<file path="src/include/ulsn_pkg.sv">
/*
  Package for the host-side USB 2.0 line controller: line states, speeds,
  packed carriers and every count of cycles.
  Assumes a 10 MHz system clock; line pins are sampled synchronously.
*/
// What this block does
// - both lines low decode as single-ended zero and both high as single-ended one at every speed.
// - low speed J is D+ low D- high, full/high speed J is D+ high D- low, K is the opposite.
// - neither party drives both lines high except in passing; a lasting single-ended one is abnormal.
// - bits are NRZI coded, a 1 keeps the line state and a 0 toggles between J and K.
// - after six consecutive 1 bits the transmitter inserts a 0 bit.
// - the receiver realigns its sampling phase on every valid line transition.
// - the port classifies full speed when D+ idles high and low speed when D- idles high.
// - a full-speed host serves both full and low speed devices; a device needs only its own speed.
// - after a full-speed attach the host drives reset and watches for a chirp K, else stays full speed.
// - on seeing the device chirp K the host answers with alternating chirp K and chirp J pairs.
// - before the dual-simplex channel is used termination is checked; if absent the host falls back.
// - with termination found the link is trained, and only then enters U0 and carries data; here U0 only sets status.ss_u0 and no data path uses it.
package ulsn_pkg;

  typedef enum logic [1:0] {ULSN_SE0, ULSN_J, ULSN_K, ULSN_SE1} ulsn_line_type;
  typedef enum logic [1:0] {ULSN_SPD_NONE, ULSN_SPD_LOW, ULSN_SPD_FULL, ULSN_SPD_HIGH} ulsn_speed_type;

  // times in their own units and derived cycle counts at 10 MHz
  localparam int ULSN_CLK_NS = 100;
  localparam int ULSN_BIT_CYC = 4;           // system cycles per line bit
  localparam int ULSN_ATTACH_US = 100;       // idle level must hold this long
  localparam int ULSN_RESET_US = 10000;      // bus reset length
  localparam int ULSN_CHIRP_WAIT_US = 7000;  // watch window for chirp K
  localparam int ULSN_CHIRP_US = 50;         // one host chirp
  localparam int ULSN_SE1_US = 1;            // lasting SE1 limit
  localparam int ULSN_TRAIN_US = 20;         // link training length
  localparam int ULSN_ATTACH_CYC = ULSN_ATTACH_US * 1000 / ULSN_CLK_NS;
  localparam int ULSN_RESET_CYC = ULSN_RESET_US * 1000 / ULSN_CLK_NS;
  localparam int ULSN_CHIRP_WAIT_CYC = ULSN_CHIRP_WAIT_US * 1000 / ULSN_CLK_NS;
  localparam int ULSN_CHIRP_CYC = ULSN_CHIRP_US * 1000 / ULSN_CLK_NS;
  localparam int ULSN_SE1_CYC = ULSN_SE1_US * 1000 / ULSN_CLK_NS;
  localparam int ULSN_TRAIN_CYC = ULSN_TRAIN_US * 1000 / ULSN_CLK_NS;
  localparam int ULSN_CHIRP_PAIRS = 3;
  localparam int ULSN_STUFF_RUN = 6;
  localparam int ULSN_CNT_W = 20;

  // line pins as two signals each
  typedef struct packed {
    logic dp_o;
    logic dp_oe_n;
    logic dm_o;
    logic dm_oe_n;
  } ulsn_pins_out_type;

  // status toward the user side
  typedef struct packed {
    ulsn_speed_type speed;
    logic attached;
    logic se1_err;
    logic ss_u0;
    logic ss_fallback;
  } ulsn_status_type;

endpackage

</file>
<file path="src/rtl/ulsn_bit_rx.sv">
/*
  Receive bit path: NRZI decode, phase realign on transitions and stuff
  bit removal. Assumes line state already decoded and synchronous to clk.
*/
`timescale 1ns/1ps
module ulsn_bit_rx (
  // clock and reset
  input wire logic clk,
  input wire logic sys_rst,
  // line side
  input wire logic en,
  input wire ulsn_pkg::ulsn_line_type line,
  // user side
  output logic bit_valid,
  output logic bit_data,
  output logic stuff_err
);

  typedef struct packed {
    logic [1:0] phase;
    ulsn_pkg::ulsn_line_type prev;
    ulsn_pkg::ulsn_line_type last_bit;
    logic [2:0] ones;
    logic valid;
    logic data;
    logic err;
  } ulsn_rx_state_type;

  ulsn_rx_state_type s_q, s_d;
  logic is_bit;

  // sample mid-bit; realign on every J/K change, drop stuffed zeros
  always_comb begin
    s_d = s_q;
    s_d.valid = 1'b0;
    s_d.err = 1'b0;
    is_bit = 1'b0;
    s_d.prev = line;
    if (!en) begin
      s_d.phase = 2'h0;
      s_d.ones = 3'h0;
    end else begin
      if (line != s_q.prev && (line == ulsn_pkg::ULSN_J || line == ulsn_pkg::ULSN_K)) begin
        s_d.phase = 2'h0;
      end else begin
        s_d.phase = s_q.phase + 2'h1;
      end
      is_bit = (s_d.phase == 2'(ulsn_pkg::ULSN_BIT_CYC / 2)) &&
               (line == ulsn_pkg::ULSN_J || line == ulsn_pkg::ULSN_K);
      if (is_bit) begin
        s_d.last_bit = line;
        if (line == s_q.last_bit) begin
          if (s_q.ones == 3'(ulsn_pkg::ULSN_STUFF_RUN)) begin
            s_d.err = 1'b1;
            s_d.ones = 3'h0;
          end else begin
            s_d.ones = s_q.ones + 3'h1;
            s_d.valid = 1'b1;
            s_d.data = 1'b1;
          end
        end else begin
          s_d.ones = 3'h0;
          if (s_q.ones != 3'(ulsn_pkg::ULSN_STUFF_RUN)) begin
            s_d.valid = 1'b1;
            s_d.data = 1'b0;
          end
        end
      end
    end
  end

  always_ff @(posedge clk or posedge sys_rst) begin
    if (sys_rst) begin
      s_q <= '{phase: 2'h0, prev: ulsn_pkg::ULSN_SE0, last_bit: ulsn_pkg::ULSN_J,
               ones: 3'h0, valid: 1'b0, data: 1'b0, err: 1'b0};
    end else begin
      s_q <= s_d;
    end
  end

  assign bit_valid = s_q.valid;
  assign bit_data = s_q.data;
  assign stuff_err = s_q.err;

  // a stuffed zero after six ones never reaches the user
  a_stuff_drop: assert property (@(posedge clk) disable iff (sys_rst)
    (is_bit && s_q.ones == 3'h6 && line != s_q.last_bit) |=> !bit_valid)
    else $error("stuffed zero passed upward");
  // phase restarts on a J/K edge
  a_phase_align: assert property (@(posedge clk) disable iff (sys_rst)
    (en && line != s_q.prev && line != ulsn_pkg::ULSN_SE0 && line != ulsn_pkg::ULSN_SE1)
    |=> s_q.phase == 2'h0)
    else $error("phase not realigned");

endmodule

</file>
<file path="src/rtl/ulsn_host_ctrl.sv">
/*
  Host-side USB 2.0 port line controller: attach and speed detection,
  bus reset with chirp handshake, NRZI transmit with stuffing, receive
  through ulsn_bit_rx, and the dual-simplex termination/training gate.
  Assumes pins and termination sense are synchronous to clk.
*/
`timescale 1ns/1ps
module ulsn_host_ctrl #(
  parameter int ATTACH_CYC = ulsn_pkg::ULSN_ATTACH_CYC,
  parameter int RESET_CYC = ulsn_pkg::ULSN_RESET_CYC,
  parameter int CHIRP_WAIT_CYC = ulsn_pkg::ULSN_CHIRP_WAIT_CYC,
  parameter int CHIRP_CYC = ulsn_pkg::ULSN_CHIRP_CYC
) (
  // clock and reset
  input wire logic clk,
  input wire logic sys_rst,
  // data line pins
  input wire logic dp_i,
  input wire logic dm_i,
  output ulsn_pkg::ulsn_pins_out_type pins,
  // dual-simplex channel
  input wire logic term_det,
  output logic term_probe,
  output logic train_active,
  // transmit bit stream
  input wire logic tx_valid,
  input wire logic tx_data,
  output logic tx_ready,
  // receive bit stream
  output logic rx_valid,
  output logic rx_data,
  output logic rx_stuff_err,
  // status
  input wire logic hs_enable,
  output ulsn_pkg::ulsn_status_type status
);

  typedef enum logic [3:0] {
    ST_DETACHED, ST_RESET, ST_CHIRP_WAIT, ST_CHIRP_K, ST_CHIRP_J, ST_RUN, ST_TX
  } ulsn_st_type;

  typedef enum logic [1:0] {SS_DETECT, SS_TRAIN, SS_U0, SS_OFF} ulsn_ss_type;

  typedef struct packed {
    ulsn_st_type st;
    ulsn_ss_type ss;
    logic [ulsn_pkg::ULSN_CNT_W-1:0] cnt;
    logic [ulsn_pkg::ULSN_CNT_W-1:0] ss_cnt;
    logic [ulsn_pkg::ULSN_CNT_W-1:0] se1_cnt;
    logic [2:0] pairs;
    logic [1:0] bphase;
    logic [2:0] ones;
    logic stuffing;
    ulsn_pkg::ulsn_line_type txline;
    ulsn_pkg::ulsn_pins_out_type pins;
    ulsn_pkg::ulsn_status_type status;
    logic ready;
    logic probe;
    logic train;
  } ulsn_host_state_type;

  ulsn_host_state_type s_q, s_d;
  ulsn_pkg::ulsn_line_type line;
  logic raw_dev_chirp_k;

  // decode the pins into a line state for the current speed
  always_comb begin
    case ({dp_i, dm_i})
      2'b00: line = ulsn_pkg::ULSN_SE0;
      2'b11: line = ulsn_pkg::ULSN_SE1;
      2'b01: line = (s_q.status.speed == ulsn_pkg::ULSN_SPD_LOW) ? ulsn_pkg::ULSN_J : ulsn_pkg::ULSN_K;
      default: line = (s_q.status.speed == ulsn_pkg::ULSN_SPD_LOW) ? ulsn_pkg::ULSN_K : ulsn_pkg::ULSN_J;
    endcase
  end

  // device chirp K is D- high after reset at full-speed naming
  assign raw_dev_chirp_k = !dp_i && dm_i;

  // pins for a line state at the current speed; SE1 is never produced
  function automatic ulsn_pkg::ulsn_pins_out_type drive(input ulsn_pkg::ulsn_line_type l,
                                                       input logic low);
    ulsn_pkg::ulsn_pins_out_type p;
    p.dp_oe_n = 1'b0;
    p.dm_oe_n = 1'b0;
    case (l)
      ulsn_pkg::ULSN_J: begin
        p.dp_o = !low;
        p.dm_o = low;
      end
      ulsn_pkg::ULSN_K: begin
        p.dp_o = low;
        p.dm_o = !low;
      end
      default: begin
        p.dp_o = 1'b0;
        p.dm_o = 1'b0;
      end
    endcase
    return p;
  endfunction

  localparam ulsn_pkg::ulsn_pins_out_type PINS_REL = '{dp_o: 1'b0, dp_oe_n: 1'b1, dm_o: 1'b0, dm_oe_n: 1'b1};

  // main sequencing
  always_comb begin
    s_d = s_q;
    s_d.cnt = s_q.cnt + 1'b1;
    s_d.ready = 1'b0;
    // lasting SE1 is flagged as abnormal
    if (line == ulsn_pkg::ULSN_SE1 && s_q.pins.dp_oe_n) begin
      s_d.se1_cnt = s_q.se1_cnt + 1'b1;
    end else begin
      s_d.se1_cnt = '0;
    end
    s_d.status.se1_err = (s_q.se1_cnt >= ulsn_pkg::ULSN_CNT_W'(ulsn_pkg::ULSN_SE1_CYC));
    case (s_q.st)
      ST_DETACHED: begin
        s_d.pins = PINS_REL;
        s_d.status.attached = 1'b0;
        s_d.status.speed = ulsn_pkg::ULSN_SPD_NONE;
        if (dp_i == dm_i) begin
          s_d.cnt = '0;
        end else if (s_q.cnt == ulsn_pkg::ULSN_CNT_W'(ATTACH_CYC)) begin
          s_d.status.attached = 1'b1;
          // either speed is accepted on this port
          s_d.status.speed = dp_i ? ulsn_pkg::ULSN_SPD_FULL : ulsn_pkg::ULSN_SPD_LOW;
          s_d.st = ST_RESET;
          s_d.cnt = '0;
        end
      end
      ST_RESET: begin
        s_d.pins = drive(ulsn_pkg::ULSN_SE0, 1'b0);
        if (s_q.cnt == ulsn_pkg::ULSN_CNT_W'(RESET_CYC)) begin
          s_d.pins = PINS_REL;
          s_d.cnt = '0;
          s_d.st = (hs_enable && s_q.status.speed == ulsn_pkg::ULSN_SPD_FULL) ? ST_CHIRP_WAIT : ST_RUN;
        end
      end
      ST_CHIRP_WAIT: begin
        if (raw_dev_chirp_k) begin
          s_d.st = ST_CHIRP_K;
          s_d.cnt = '0;
          s_d.pairs = '0;
        end else if (s_q.cnt == ulsn_pkg::ULSN_CNT_W'(CHIRP_WAIT_CYC)) begin
          s_d.st = ST_RUN; // no chirp K: stay full speed
        end
      end
      ST_CHIRP_K: begin
        s_d.pins = '{dp_o: 1'b0, dp_oe_n: 1'b0, dm_o: 1'b1, dm_oe_n: 1'b0};
        if (s_q.cnt == ulsn_pkg::ULSN_CNT_W'(CHIRP_CYC)) begin
          s_d.st = ST_CHIRP_J;
          s_d.cnt = '0;
        end
      end
      ST_CHIRP_J: begin
        s_d.pins = '{dp_o: 1'b1, dp_oe_n: 1'b0, dm_o: 1'b0, dm_oe_n: 1'b0};
        if (s_q.cnt == ulsn_pkg::ULSN_CNT_W'(CHIRP_CYC)) begin
          s_d.cnt = '0;
          s_d.pairs = s_q.pairs + 3'h1;
          if (s_q.pairs == 3'(ulsn_pkg::ULSN_CHIRP_PAIRS - 1)) begin
            // device releases its pull-up on seeing the pairs
            s_d.status.speed = ulsn_pkg::ULSN_SPD_HIGH;
            s_d.st = ST_RUN;
            s_d.pins = PINS_REL;
          end else begin
            s_d.st = ST_CHIRP_K;
          end
        end
      end
      ST_RUN: begin
        s_d.pins = PINS_REL;
        s_d.txline = ulsn_pkg::ULSN_J;
        s_d.ones = '0;
        s_d.bphase = '0;
        if (s_q.status.speed != ulsn_pkg::ULSN_SPD_HIGH && line == ulsn_pkg::ULSN_SE0 &&
            s_q.se1_cnt == '0 && dp_i == 1'b0 && dm_i == 1'b0 && s_q.cnt == ulsn_pkg::ULSN_CNT_W'(ATTACH_CYC)) begin
          s_d.st = ST_DETACHED; // long SE0 while idle: device gone
          s_d.cnt = '0;
        end else if (line != ulsn_pkg::ULSN_SE0) begin
          s_d.cnt = '0;
        end
        if (tx_valid) begin
          s_d.st = ST_TX;
          s_d.ready = 1'b1;
          s_d.pins = drive(tx_data ? ulsn_pkg::ULSN_J : ulsn_pkg::ULSN_K,
                           s_q.status.speed == ulsn_pkg::ULSN_SPD_LOW);
          s_d.txline = tx_data ? ulsn_pkg::ULSN_J : ulsn_pkg::ULSN_K;
          s_d.ones = tx_data ? 3'h1 : 3'h0;
          s_d.cnt = '0;
        end
      end
      ST_TX: begin
        s_d.bphase = s_q.bphase + 2'h1;
        if (s_q.bphase == 2'(ulsn_pkg::ULSN_BIT_CYC - 1)) begin
          if (s_q.ones == 3'(ulsn_pkg::ULSN_STUFF_RUN)) begin
            // forced transition, data bit waits
            s_d.txline = (s_q.txline == ulsn_pkg::ULSN_J) ? ulsn_pkg::ULSN_K : ulsn_pkg::ULSN_J;
            s_d.ones = '0;
          end else if (tx_valid) begin
            s_d.ready = 1'b1;
            if (tx_data) begin
              s_d.ones = s_q.ones + 3'h1; // 1 holds the line
            end else begin
              s_d.txline = (s_q.txline == ulsn_pkg::ULSN_J) ? ulsn_pkg::ULSN_K : ulsn_pkg::ULSN_J;
              s_d.ones = '0;
            end
          end else begin
            s_d.st = ST_RUN;
            s_d.pins = PINS_REL;
          end
        end
        if (s_d.st == ST_TX) begin
          s_d.pins = drive(s_d.txline, s_q.status.speed == ulsn_pkg::ULSN_SPD_LOW);
        end
      end
      default: s_d.st = ST_DETACHED;
    endcase
    s_d.stuffing = (s_q.st == ST_TX) && (s_q.bphase == 2'(ulsn_pkg::ULSN_BIT_CYC - 1)) &&
                   (s_q.ones == 3'(ulsn_pkg::ULSN_STUFF_RUN));
    // dual-simplex channel: detect, train, then U0, else fall back
    s_d.ss_cnt = s_q.ss_cnt + 1'b1;
    case (s_q.ss)
      SS_DETECT: begin
        s_d.probe = 1'b1;
        if (term_det) begin
          s_d.ss = SS_TRAIN;
          s_d.ss_cnt = '0;
          s_d.probe = 1'b0;
        end else if (s_q.ss_cnt == ulsn_pkg::ULSN_CNT_W'(ulsn_pkg::ULSN_TRAIN_CYC)) begin
          s_d.ss = SS_OFF;
          s_d.probe = 1'b0;
        end
      end
      SS_TRAIN: begin
        s_d.train = 1'b1;
        if (s_q.ss_cnt == ulsn_pkg::ULSN_CNT_W'(ulsn_pkg::ULSN_TRAIN_CYC)) begin
          s_d.ss = SS_U0;
          s_d.train = 1'b0;
        end
      end
      SS_U0: s_d.ss = SS_U0;
      SS_OFF: s_d.ss = SS_OFF;
      default: s_d.ss = SS_DETECT;
    endcase
    s_d.status.ss_u0 = (s_d.ss == SS_U0);
    s_d.status.ss_fallback = (s_d.ss == SS_OFF);
  end

  always_ff @(posedge clk or posedge sys_rst) begin
    if (sys_rst) begin
      s_q <= '{st: ST_DETACHED, ss: SS_DETECT, cnt: '0, ss_cnt: '0, se1_cnt: '0, pairs: 3'h0,
               bphase: 2'h0, ones: 3'h0, stuffing: 1'b0, txline: ulsn_pkg::ULSN_J,
               pins: '{dp_o: 1'b0, dp_oe_n: 1'b1, dm_o: 1'b0, dm_oe_n: 1'b1},
               status: '{speed: ulsn_pkg::ULSN_SPD_NONE, attached: 1'b0, se1_err: 1'b0,
                         ss_u0: 1'b0, ss_fallback: 1'b0},
               ready: 1'b0, probe: 1'b0, train: 1'b0};
    end else begin
      s_q <= s_d;
    end
  end

  // receive path runs only while the host is listening
  ulsn_bit_rx u_rx (
    .clk(clk),
    .sys_rst(sys_rst),
    .en(s_q.st == ST_RUN),
    .line(line),
    .bit_valid(rx_valid),
    .bit_data(rx_data),
    .stuff_err(rx_stuff_err)
  );

  assign pins = s_q.pins;
  assign status = s_q.status;
  assign tx_ready = s_q.ready;
  assign term_probe = s_q.probe;
  assign train_active = s_q.train;

  // host never drives SE1
  a_no_se1_drive: assert property (@(posedge clk) disable iff (sys_rst)
    !(pins.dp_oe_n == 1'b0 && pins.dm_oe_n == 1'b0 && pins.dp_o && pins.dm_o))
    else $error("host drove both lines high");
  // low speed J puts D- high when transmitting
  a_ls_j_level: assert property (@(posedge clk) disable iff (sys_rst)
    (s_q.st == ST_TX && s_q.status.speed == ulsn_pkg::ULSN_SPD_LOW && s_q.txline == ulsn_pkg::ULSN_J
     && !pins.dp_oe_n) |-> (!pins.dp_o && pins.dm_o))
    else $error("low speed J level wrong");
  // a stuffed bit always toggles the line
  a_stuff_toggle: assert property (@(posedge clk) disable iff (sys_rst)
    s_q.stuffing |-> s_q.txline != $past(s_q.txline))
    else $error("stuffed bit did not toggle");
  // a sent 1 keeps the line state
  a_nrzi_one: assert property (@(posedge clk) disable iff (sys_rst)
    (s_q.st == ST_TX && s_q.bphase == 2'h3 && s_q.ones != 3'h6 && tx_valid && tx_data)
    |=> s_q.txline == $past(s_q.txline))
    else $error("logic one changed line");
  // attach speed is full when D+ idles high
  a_speed_class: assert property (@(posedge clk) disable iff (sys_rst)
    (s_q.st == ST_DETACHED && dp_i && !dm_i && s_q.cnt == ulsn_pkg::ULSN_CNT_W'(ATTACH_CYC))
    |=> status.speed == ulsn_pkg::ULSN_SPD_FULL)
    else $error("full speed not classified");
  // a full-speed host also classifies low speed
  a_low_class: assert property (@(posedge clk) disable iff (sys_rst)
    (s_q.st == ST_DETACHED && !dp_i && dm_i && s_q.cnt == ulsn_pkg::ULSN_CNT_W'(ATTACH_CYC))
    |=> status.speed == ulsn_pkg::ULSN_SPD_LOW)
    else $error("low speed not classified");
  // reset drives SE0 on both lines
  a_reset_se0: assert property (@(posedge clk) disable iff (sys_rst)
    (s_q.st == ST_RESET && $past(s_q.st) == ST_RESET) |-> (!pins.dp_o && !pins.dm_o && !pins.dp_oe_n))
    else $error("reset not SE0");
  // chirp K from device starts the host chirps
  a_chirp_answer: assert property (@(posedge clk) disable iff (sys_rst)
    (s_q.st == ST_CHIRP_WAIT && raw_dev_chirp_k) |=> ##1 (pins.dm_o && !pins.dp_o))
    else $error("no chirp answer");
  // U0 only after training
  a_u0_after_train: assert property (@(posedge clk) disable iff (sys_rst)
    $rose(status.ss_u0) |-> $past(s_q.ss, 2) == SS_TRAIN)
    else $error("U0 without training");
  // fallback only without termination
  a_fallback: assert property (@(posedge clk) disable iff (sys_rst)
    $rose(status.ss_fallback) |-> $past(s_q.ss, 2) == SS_DETECT && !$past(term_det, 2))
    else $error("bad fallback");

endmodule

</file>
<file path="config.mk">
export PLATFORM = sky130hd
export DESIGN_NAME = ulsn_host_ctrl
export DESIGN_NICKNAME = d
export VERILOG_FILES = /design/src/include/ulsn_pkg.sv /design/src/rtl/ulsn_bit_rx.sv /design/src/rtl/ulsn_host_ctrl.sv
export SDC_FILE = /design/constraint.sdc
export NUM_CORES = 1
export LEC_CHECK = 0
export BUFFER_PORTS_ARGS = -buffer_cell sky130_fd_sc_hd__clkbuf_2
export CAP_MARGIN = 25
export CORE_UTILIZATION = 60
export DETAILED_ROUTE_END_ITERATION = 10
export GPL_ROUTABILITY_DRIVEN = 0
export GPL_TIMING_DRIVEN = 0
export PLACE_DENSITY = 0.78
export SLEW_MARGIN = 20
export SYNTH_ARGS = -nofsm -noshare
export SYNTH_HDL_FRONTEND = slang
export SYNTH_SLANG_ARGS = --single-unit
</file>
<file path="constraint.sdc">
create_clock -name clk -period 4.7 [get_ports clk]
set_input_delay 1.175 -clock clk [delete_from_list [all_inputs] [get_ports clk]]
set_output_delay 1.175 -clock clk [all_outputs]
set_load 0.1 [all_outputs]
</file>
=== Yosys cells after proc, flatten, opt, wreduce, memory -nomap -nowiden ===
Index checks and enable logic that the tools add are counted.

* Logic and storage cells: 213
* Register bits after elaboration: 101

* Reduce and logical (&&, ||, !) cells: 32
* Muxes and demuxes: 87
* Magnitude comparators: 1
* Equal/unequal tests: 55
* Bitwise operators: 2
* Add/sub/neg operators: 8

{| class="wikitable"
|+ Operators by type and width
! operator !! count
|-
| $mux 20 || 11
|-
| $pmux 20 s5 || 1
|-
| $mux 4 || 16
|-
| $add 20x1->20 const B || 3
|-
| $mux 3 || 14
|-
| $eq 20x17->1 const B || 2
|-
| $mux 6 || 6
|-
| $mux 2 || 16
|-
| $pmux 4 s7 || 1
|-
| $eq 2x2->1 const B || 12
|-
| $pmux 4 s6 || 1
|-
| $eq 20x10->1 const B || 1
|-
| $eq 20x8->1 const B || 1
|-
| $eq 20x9->1 const B || 1
|-
| $ge 20x4->1 const B || 1
|-
| $logic_not 20->1 || 1
|-
| $ne 2x2->1 const B || 10
|-
| $eq 4x3->1 const B || 4
|-
| $ne 3x3->1 const B || 5
|-
| $eq 2x1->1 const B || 7
|-
| $logic_and 1x1->1 || 10
|-
| $pmux 1 s2 || 5
|-
| $pmux 5 s2 || 1
|-
| $reduce_bool 2->1 || 5
|-
| 28 further kinds || 50
|}

=== Logic depth before layout (Yosys ltp) ===
* Depth in word-level cells: 12
* Mapped depth: 9
* Gate-level depth less buffers: 8

=== Hierarchy ===
From an unflattened synthesis, not the netlist that was laid out.

* Cells, all modules: 579
* Area, all modules: 5435.2 sq um

{| class="wikitable"
|+ Modules (own cells, without submodules)
! module !! cells an instance !! area each (sq um) !! seq. area each (sq um) !! times used
|-
| ulsn_host_ctrl || 527 || 4879.7 || 2204.6 || 1
|-
| ulsn_bit_rx || 52 || 555.5 || 301.5 || 1
|}

=== Worst setup path after synthesis ===
No wires, ideal clock.

* Path kind: input to register
* Start: input dp_i
* End: register u_rx.s_q, in the netlist u_rx.bit_data
* Path slack: 1.836 ns
* Stages: 7
* Data arrival time: 2.739 ns
* Path through: buf_2 -> inv_2 -> ha_1 -> nand3b_1 -> a211oi_2 -> o21a_1 -> mux2_2

* Word-level cells in the longest chain between the ends: 10
* Elaborated cells on any way between the ends: 18
* Those cells by class: eq/ne (8); mux (4); reduce/logical (6)

{| class="wikitable"
|+ RTL lines
! what !! RTL line !! text
|-
| start, declared || ulsn_host_ctrl.sv:18 || <nowiki>input wire logic dp_i,</nowiki>
|-
| $eq 2x1->1, or another cell as far along || ulsn_host_ctrl.sv:68 || <nowiki>case ({dp_i, dm_i})</nowiki>
|-
| $pmux 2 s3 * || ulsn_host_ctrl.sv:68 ||
|-
| $eq 2x1->1 or $eq 2x2->1 (tied branches) || ulsn_bit_rx.sv:43, ulsn_bit_rx.sv:49 ||
|-
| $logic_or 1x1->1 || ulsn_bit_rx.sv:43, ulsn_bit_rx.sv:49 ||
|-
| $logic_and 1x1->1 || ulsn_bit_rx.sv:43 || <nowiki>if (line != s_q.prev && (line == ulsn_pkg::ULSN_J || line == ulsn_pkg::ULSN_K)) begin</nowiki>
|-
| $mux 2 || ulsn_bit_rx.sv:43 ||
|-
| $mux 2 || ulsn_bit_rx.sv:39 || <nowiki>if (!en) begin</nowiki>
|-
| $eq 2x2->1 || ulsn_bit_rx.sv:48 || <nowiki>is_bit = (s_d.phase == 2'(ulsn_pkg::ULSN_BIT_CYC / 2)) &&</nowiki>
|-
| $logic_and 1x1->1 || ulsn_bit_rx.sv:48 ||
|-
| $reduce_and 4->1 (no line) || - ||
|-
| end signal, assigned || ulsn_bit_rx.sv:74 || <nowiki>s_q <= '{phase: 2'h0, prev: ulsn_pkg::ULSN_SE0, last_bit: ulsn_pkg::ULSN_J,</nowiki>
|-
| end, declared || ulsn_bit_rx.sv:29 || <nowiki>ulsn_rx_state_type s_q, s_d;</nowiki>
|}

Every way passes the cells marked *; elsewhere a longest branch is shown, timed or not. The select of a mux whose other input is x is not followed.
A chain may end at the register's enable or synchronous reset.

=== Final worst setup path ===
* Start: input dm_i
* End: register u_rx.s_q, in the netlist u_rx.bit_data

* Word-level cells in the longest chain between the ends: 10
* Elaborated cells on any way between the ends: 18
* Those cells by class: eq/ne (8); mux (4); reduce/logical (6)

{| class="wikitable"
|+ RTL lines
! what !! RTL line !! text
|-
| start, declared || ulsn_host_ctrl.sv:19 || <nowiki>input wire logic dm_i,</nowiki>
|-
| $eq 2x1->1, or another cell as far along || ulsn_host_ctrl.sv:68 ||
|-
| $pmux 2 s3 * || ulsn_host_ctrl.sv:68 ||
|-
| $eq 2x1->1 or $eq 2x2->1 (tied branches) || ulsn_bit_rx.sv:43, ulsn_bit_rx.sv:49 ||
|-
| $logic_or 1x1->1 || ulsn_bit_rx.sv:43, ulsn_bit_rx.sv:49 ||
|-
| $logic_and 1x1->1 || ulsn_bit_rx.sv:43 ||
|-
| $mux 2 || ulsn_bit_rx.sv:43 ||
|-
| $mux 2 || ulsn_bit_rx.sv:39 ||
|-
| $eq 2x2->1 || ulsn_bit_rx.sv:48 ||
|-
| $logic_and 1x1->1 || ulsn_bit_rx.sv:48 ||
|-
| $reduce_and 4->1 (no line) || - ||
|}

Marked as above.

==> impl_results.rst <==
.. list-table::
   :header-rows: 1

   * - Metric
     - Value
   * - Run status
     - complete, but fails checks
   * - Failing checks
     - design-rule violations
   * - Clock period minus worst slack
     - 2.95 ns
   * - Clk Latency, worst-skew pair
     - 0.37 ns
   * - Number of synthesized register bits
     - 100
   * - Sort of element at the start of the critical path
     - input pin
   * - Die Width
     - 98.5 microns
   * - Die extent in y
     - 98.5 microns
   * - Setup skew after layout
     - 0.0113 ns
   * - Wire length after detailed routing
     - 10900 microns
   * - Max-slew violation count
     - 0
   * - Antenna-violating nets left
     - 0
   * - Overall Power
     - 2.61 mW
   * - Proportion of netlist area held by the largest area contributor
     - 43.5%
   * - Slew of the pin with the lowest slew margin
     - 0.744 ns
   * - Most common library cells after synthesis
     - 97 x sky130_fd_sc_hd__dfrtp_1, 91 x sky130_fd_sc_hd__nor2_1, 57 x sky130_fd_sc_hd__nand2_1, 33 x sky130_fd_sc_hd__xor2_1, 27 x sky130_fd_sc_hd__nand3_1
   * - Post-route non-filler standard cell count
     - 751
   * - Endpoint of the worst-slack reg-to-reg timing path
     - s_q[88]$_DFFE_PP0P_
   * - I/O pin total
     - 24
   * - Placed cell count
     - 735
   * - Total of endpoints with negative setup slack in the final report
     - 0
   * - Highest net fanout along the worst path
     - 9
   * - TritonRoute pass-1 iters
     - 7
   * - Area grow syn2layout
     - 9.12%
   * - Proportion of layout cells with a drive suffix above 1
     - 11.2%
   * - First-pass GRT wire length
     - 19300 microns
   * - Highest ir drop seen on vdd
     - 0.000248 V
   * - Ys flop type
     - sky130_fd_sc_hd__dfrtp_1
   * - Vias per Instance
     - 5.82
   * - Setup repair bufs after CTS
     - 0
   * - Cell chain of the critical path
     - clkbuf_2 > buf_2 > inv_1 > ha_1 > nand3b_1 > a211oi_2 > o21a_1 > mux2_2
   * - Power density over the cells
     - 428 mW/mm^2
   * - Top achievable clock speed
     - 0.339 GHz
   * - Num rows
     - 34
   * - Max cap viols
     - 0
   * - Clock tree from TritonCTS
     - built
   * - Top post-synthesis cells by area
     - sky130_fd_sc_hd__dfrtp_1 43%, sky130_fd_sc_hd__nor2_1 6.1%, sky130_fd_sc_hd__xor2_1 5.2%, sky130_fd_sc_hd__xnor2_1 3.9%, sky130_fd_sc_hd__nand2_1 3.8%
   * - Synthesized netlist net count
     - 627
   * - CTS H-tree depth
     - 3
   * - Library cell contributing the largest single delay on the critical path
     - sky130_fd_sc_hd__a211oi_2
   * - DIE AREA
     - 0.00969 sq mm
   * - All-Layer GR Usage
     - 24.6%
   * - Hold WC Path Type
     - reg -> reg
   * - Starting utilization of the core area
     - 63.1%
   * - Count of final hold-check violations
     - 0
   * - Critical path data required time
     - 4.96 ns
   * - Post_cts resized
     - 0
   * - CP peak stage delay
     - 0.54 ns
   * - Leakage power total
     - 2.65 nW
   * - Post-detailed-route wirelength per cell
     - 14.5 microns
   * - Final Util
     - 68.8%
   * - Post-synthesis cell area
     - 0.00558 sq mm
   * - Critical path start-end classification
     - in -> reg
   * - Worst flop-to-flop path startpoint
     - s_q[64]$_DFF_PP0_
   * - Reg clk slew, reported paths
     - 0.09 ns
   * - Root Buffer Master
     - sky130_fd_sc_hd__clkbuf_8
   * - Number of buffers inserted by hold repair at cts
     - 0
   * - Number of warnings reported in the yosys synthesis log
     - 0
   * - Setup WS post-layout
     - 1.75 ns
   * - Synthesized area per cell
     - 9.24 sq um
   * - Cell depth of the worst flop-to-flop path
     - 8
   * - Number of nets in the final layout
     - 661
   * - Unique masters post-synth
     - 64
   * - Type of destination of the critical path
     - flip-flop
   * - Final-layout setup total negative slack
     - 0 ns
   * - Setup repair after global routing missed its margin
     - no
   * - Number of cells traversed by the worst hold path
     - 1
   * - Most frequent cell after synthesis
     - sky130_fd_sc_hd__dfrtp_1
   * - Post-synth top area cell
     - sky130_fd_sc_hd__dfrtp_1
   * - Number of enable-type register cells in the synthesized netlist
     - 0
   * - Via count of the first global-routing pass
     - 4334
   * - Antenna violations before repair
     - 0
   * - Final worst-path cycle share
     - 62.8%
   * - Slew headroom
     - 49.1%
   * - Proportion of register bits with asynchronous set or reset after synthesis
     - 100%
   * - Estimated wirelength of the detail-placed design
     - 7860 microns
   * - Buffers from clock root to sink, at most
     - 2
   * - Vias
     - 4370
   * - Hold endpoint
     - u_rx.s_q[10]$_DFF_PP0_
   * - Fill cell instance count of the final layout
     - 693
   * - Clock sinks
     - 100
   * - R2R setup slack
     - 2.24 ns
   * - Worst path arrival time
     - 3.21 ns
   * - Drc violations
     - 1
   * - Post-placement worst setup slack
     - 1.37 ns
   * - Sequential cell area fraction in the yosys report
     - 44.9%
   * - # diodes
     - 0
   * - GRT Residual Overflow
     - 0
   * - Cell count after synthesis
     - 604
   * - Worst Min Path Start
     - u_rx.s_q[10]$_DFF_PP0_
   * - Cts bufs inserted
     - 9
   * - I/O Buffers
     - 22
   * - Area of the core
     - 0.00885 sq mm
   * - Initial detailed-routing violation count
     - 219
   * - Pin count of the biggest net entering global routing
     - 61
## cells by family (layout without fill, tap and decap cells)
group	count (synthesis)	count (layout)	synth area share, %
DFF	100	100	44.9
adders and majority gates	15	15	3.36
other	1	1	0.0672
buffers and inverters	50	89	4.21
and+or+nand+nor	283	283	26.3
xor gates and xnor gates	58	58	9.10
muxes	8	8	1.55
AOI/OAI and AO/OA	89	89	10.5
## cell usage in the layout, fill, tap and decap left out, types with 9 or more instances in the layout
cell type | synthesis | routed
sky130_fd_sc_hd__a21oi_1 | 26 | 26
sky130_fd_sc_hd__and3_1 | 10 | 10
sky130_fd_sc_hd__buf_4 | 11 | 11
sky130_fd_sc_hd__clkbuf_1 | 11 | 11
sky130_fd_sc_hd__clkbuf_2 | 0 | 22
sky130_fd_sc_hd__clkbuf_8 | 0 | 10
sky130_fd_sc_hd__dfrtp_1 | 97 | 97
sky130_fd_sc_hd__ha_1 | 15 | 15
sky130_fd_sc_hd__inv_1 | 20 | 19
sky130_fd_sc_hd__nand2_1 | 57 | 57
sky130_fd_sc_hd__nand3_1 | 27 | 27
sky130_fd_sc_hd__nand4_1 | 15 | 15
sky130_fd_sc_hd__nor2_1 | 91 | 91
sky130_fd_sc_hd__nor2b_1 | 14 | 14
sky130_fd_sc_hd__nor4b_1 | 9 | 9
sky130_fd_sc_hd__o21ai_0 | 21 | 21
sky130_fd_sc_hd__xnor2_1 | 25 | 25
sky130_fd_sc_hd__xor2_1 | 33 | 33
## layout make-up
type	instances	area, sq um	share of cell area [%]
Buffer	29	156	2.57
Clock buffer	10	138	2.26
Clock inverter	6	93.8	1.54
Inverter	21	83.8	1.38
Multi-Input combinational cell	454	2840	46.6
Sequential cell	100	2510	41.1
Tap cell	108	135	2.22
Timing Repair Buffer	23	138	2.26
## power by group
group	switching, mW	internal [mW]	total, mW	leakage (nW)
Clock	0.310	0.319	0.629	0.113
Combinational	0.546	0.295	0.841	1.24
Sequential	0.148	0.991	1.14	1.29
Total	1.00	1.61	2.61	2.65
## worst max-delay path, delay by kind of cell
family / cells / cell delay, ns
muxes: 1 / 0.33
and+or+nand+nor: 1 / 0.14
adders and majority gates: 1 / 0.37
AOI/OAI and AO/OA: 2 / 0.77
buffers and inverters: 3 / 0.42
## layer usage
| metal | vias up | global-route usage [%] | routed length (microns) |
|---|---|---|---|
| met5 | - | 0 | 0 |
| met4 | 0 | 7.35 | 144 |
| met3 | 15 | 5.18 | 416 |
| met2 | 81 | 41.4 | 5210 |
| met1 | 2120 | 32.2 | 5140 |
| li1 | 2154 | - | - |
## sequential cells by signal, summed over array words and instances, names as in the netlist
signal and flops:
u_rx.s_q 9, u_rx.bit_valid 1, u_rx.bit_data 1, u_rx.stuff_err 1
pins 3, status 6, train_active 1, s_q 76
term_probe 1, tx_ready 1
## worst max-delay path by stage
stage	from	end	slack (ns)	cells past startpoint
2_1_floorplan	sys_rst	pins[1]$_DFFE_PP0P_	0.91	1
3_3_place_gp	sys_rst	u_rx.stuff_err$_DFF_PP0_	-0.16	2
3_5_place_dp	dm_i	u_rx.bit_data$_DFFE_PP0P_	1.37	8
4_1_cts	dm_i	u_rx.bit_data$_DFFE_PP0P_	1.76	8
5_1_grt	dm_i	u_rx.bit_data$_DFFE_PP0P_	1.61	8
6_report	dm_i	u_rx.bit_data$_DFFE_PP0P_	1.75	8
## metrics by stage
step           instance area [sq um]  hold slack, ns
3_3_place_gp                    5830           0.457
6_report                        6090           0.476
3_5_place_dp                    5860           0.466
2_1_floorplan                   5580           0.443
5_1_grt                         6090           0.499
4_1_cts                         6090           0.477
Power figures use the tool's default switching activity.
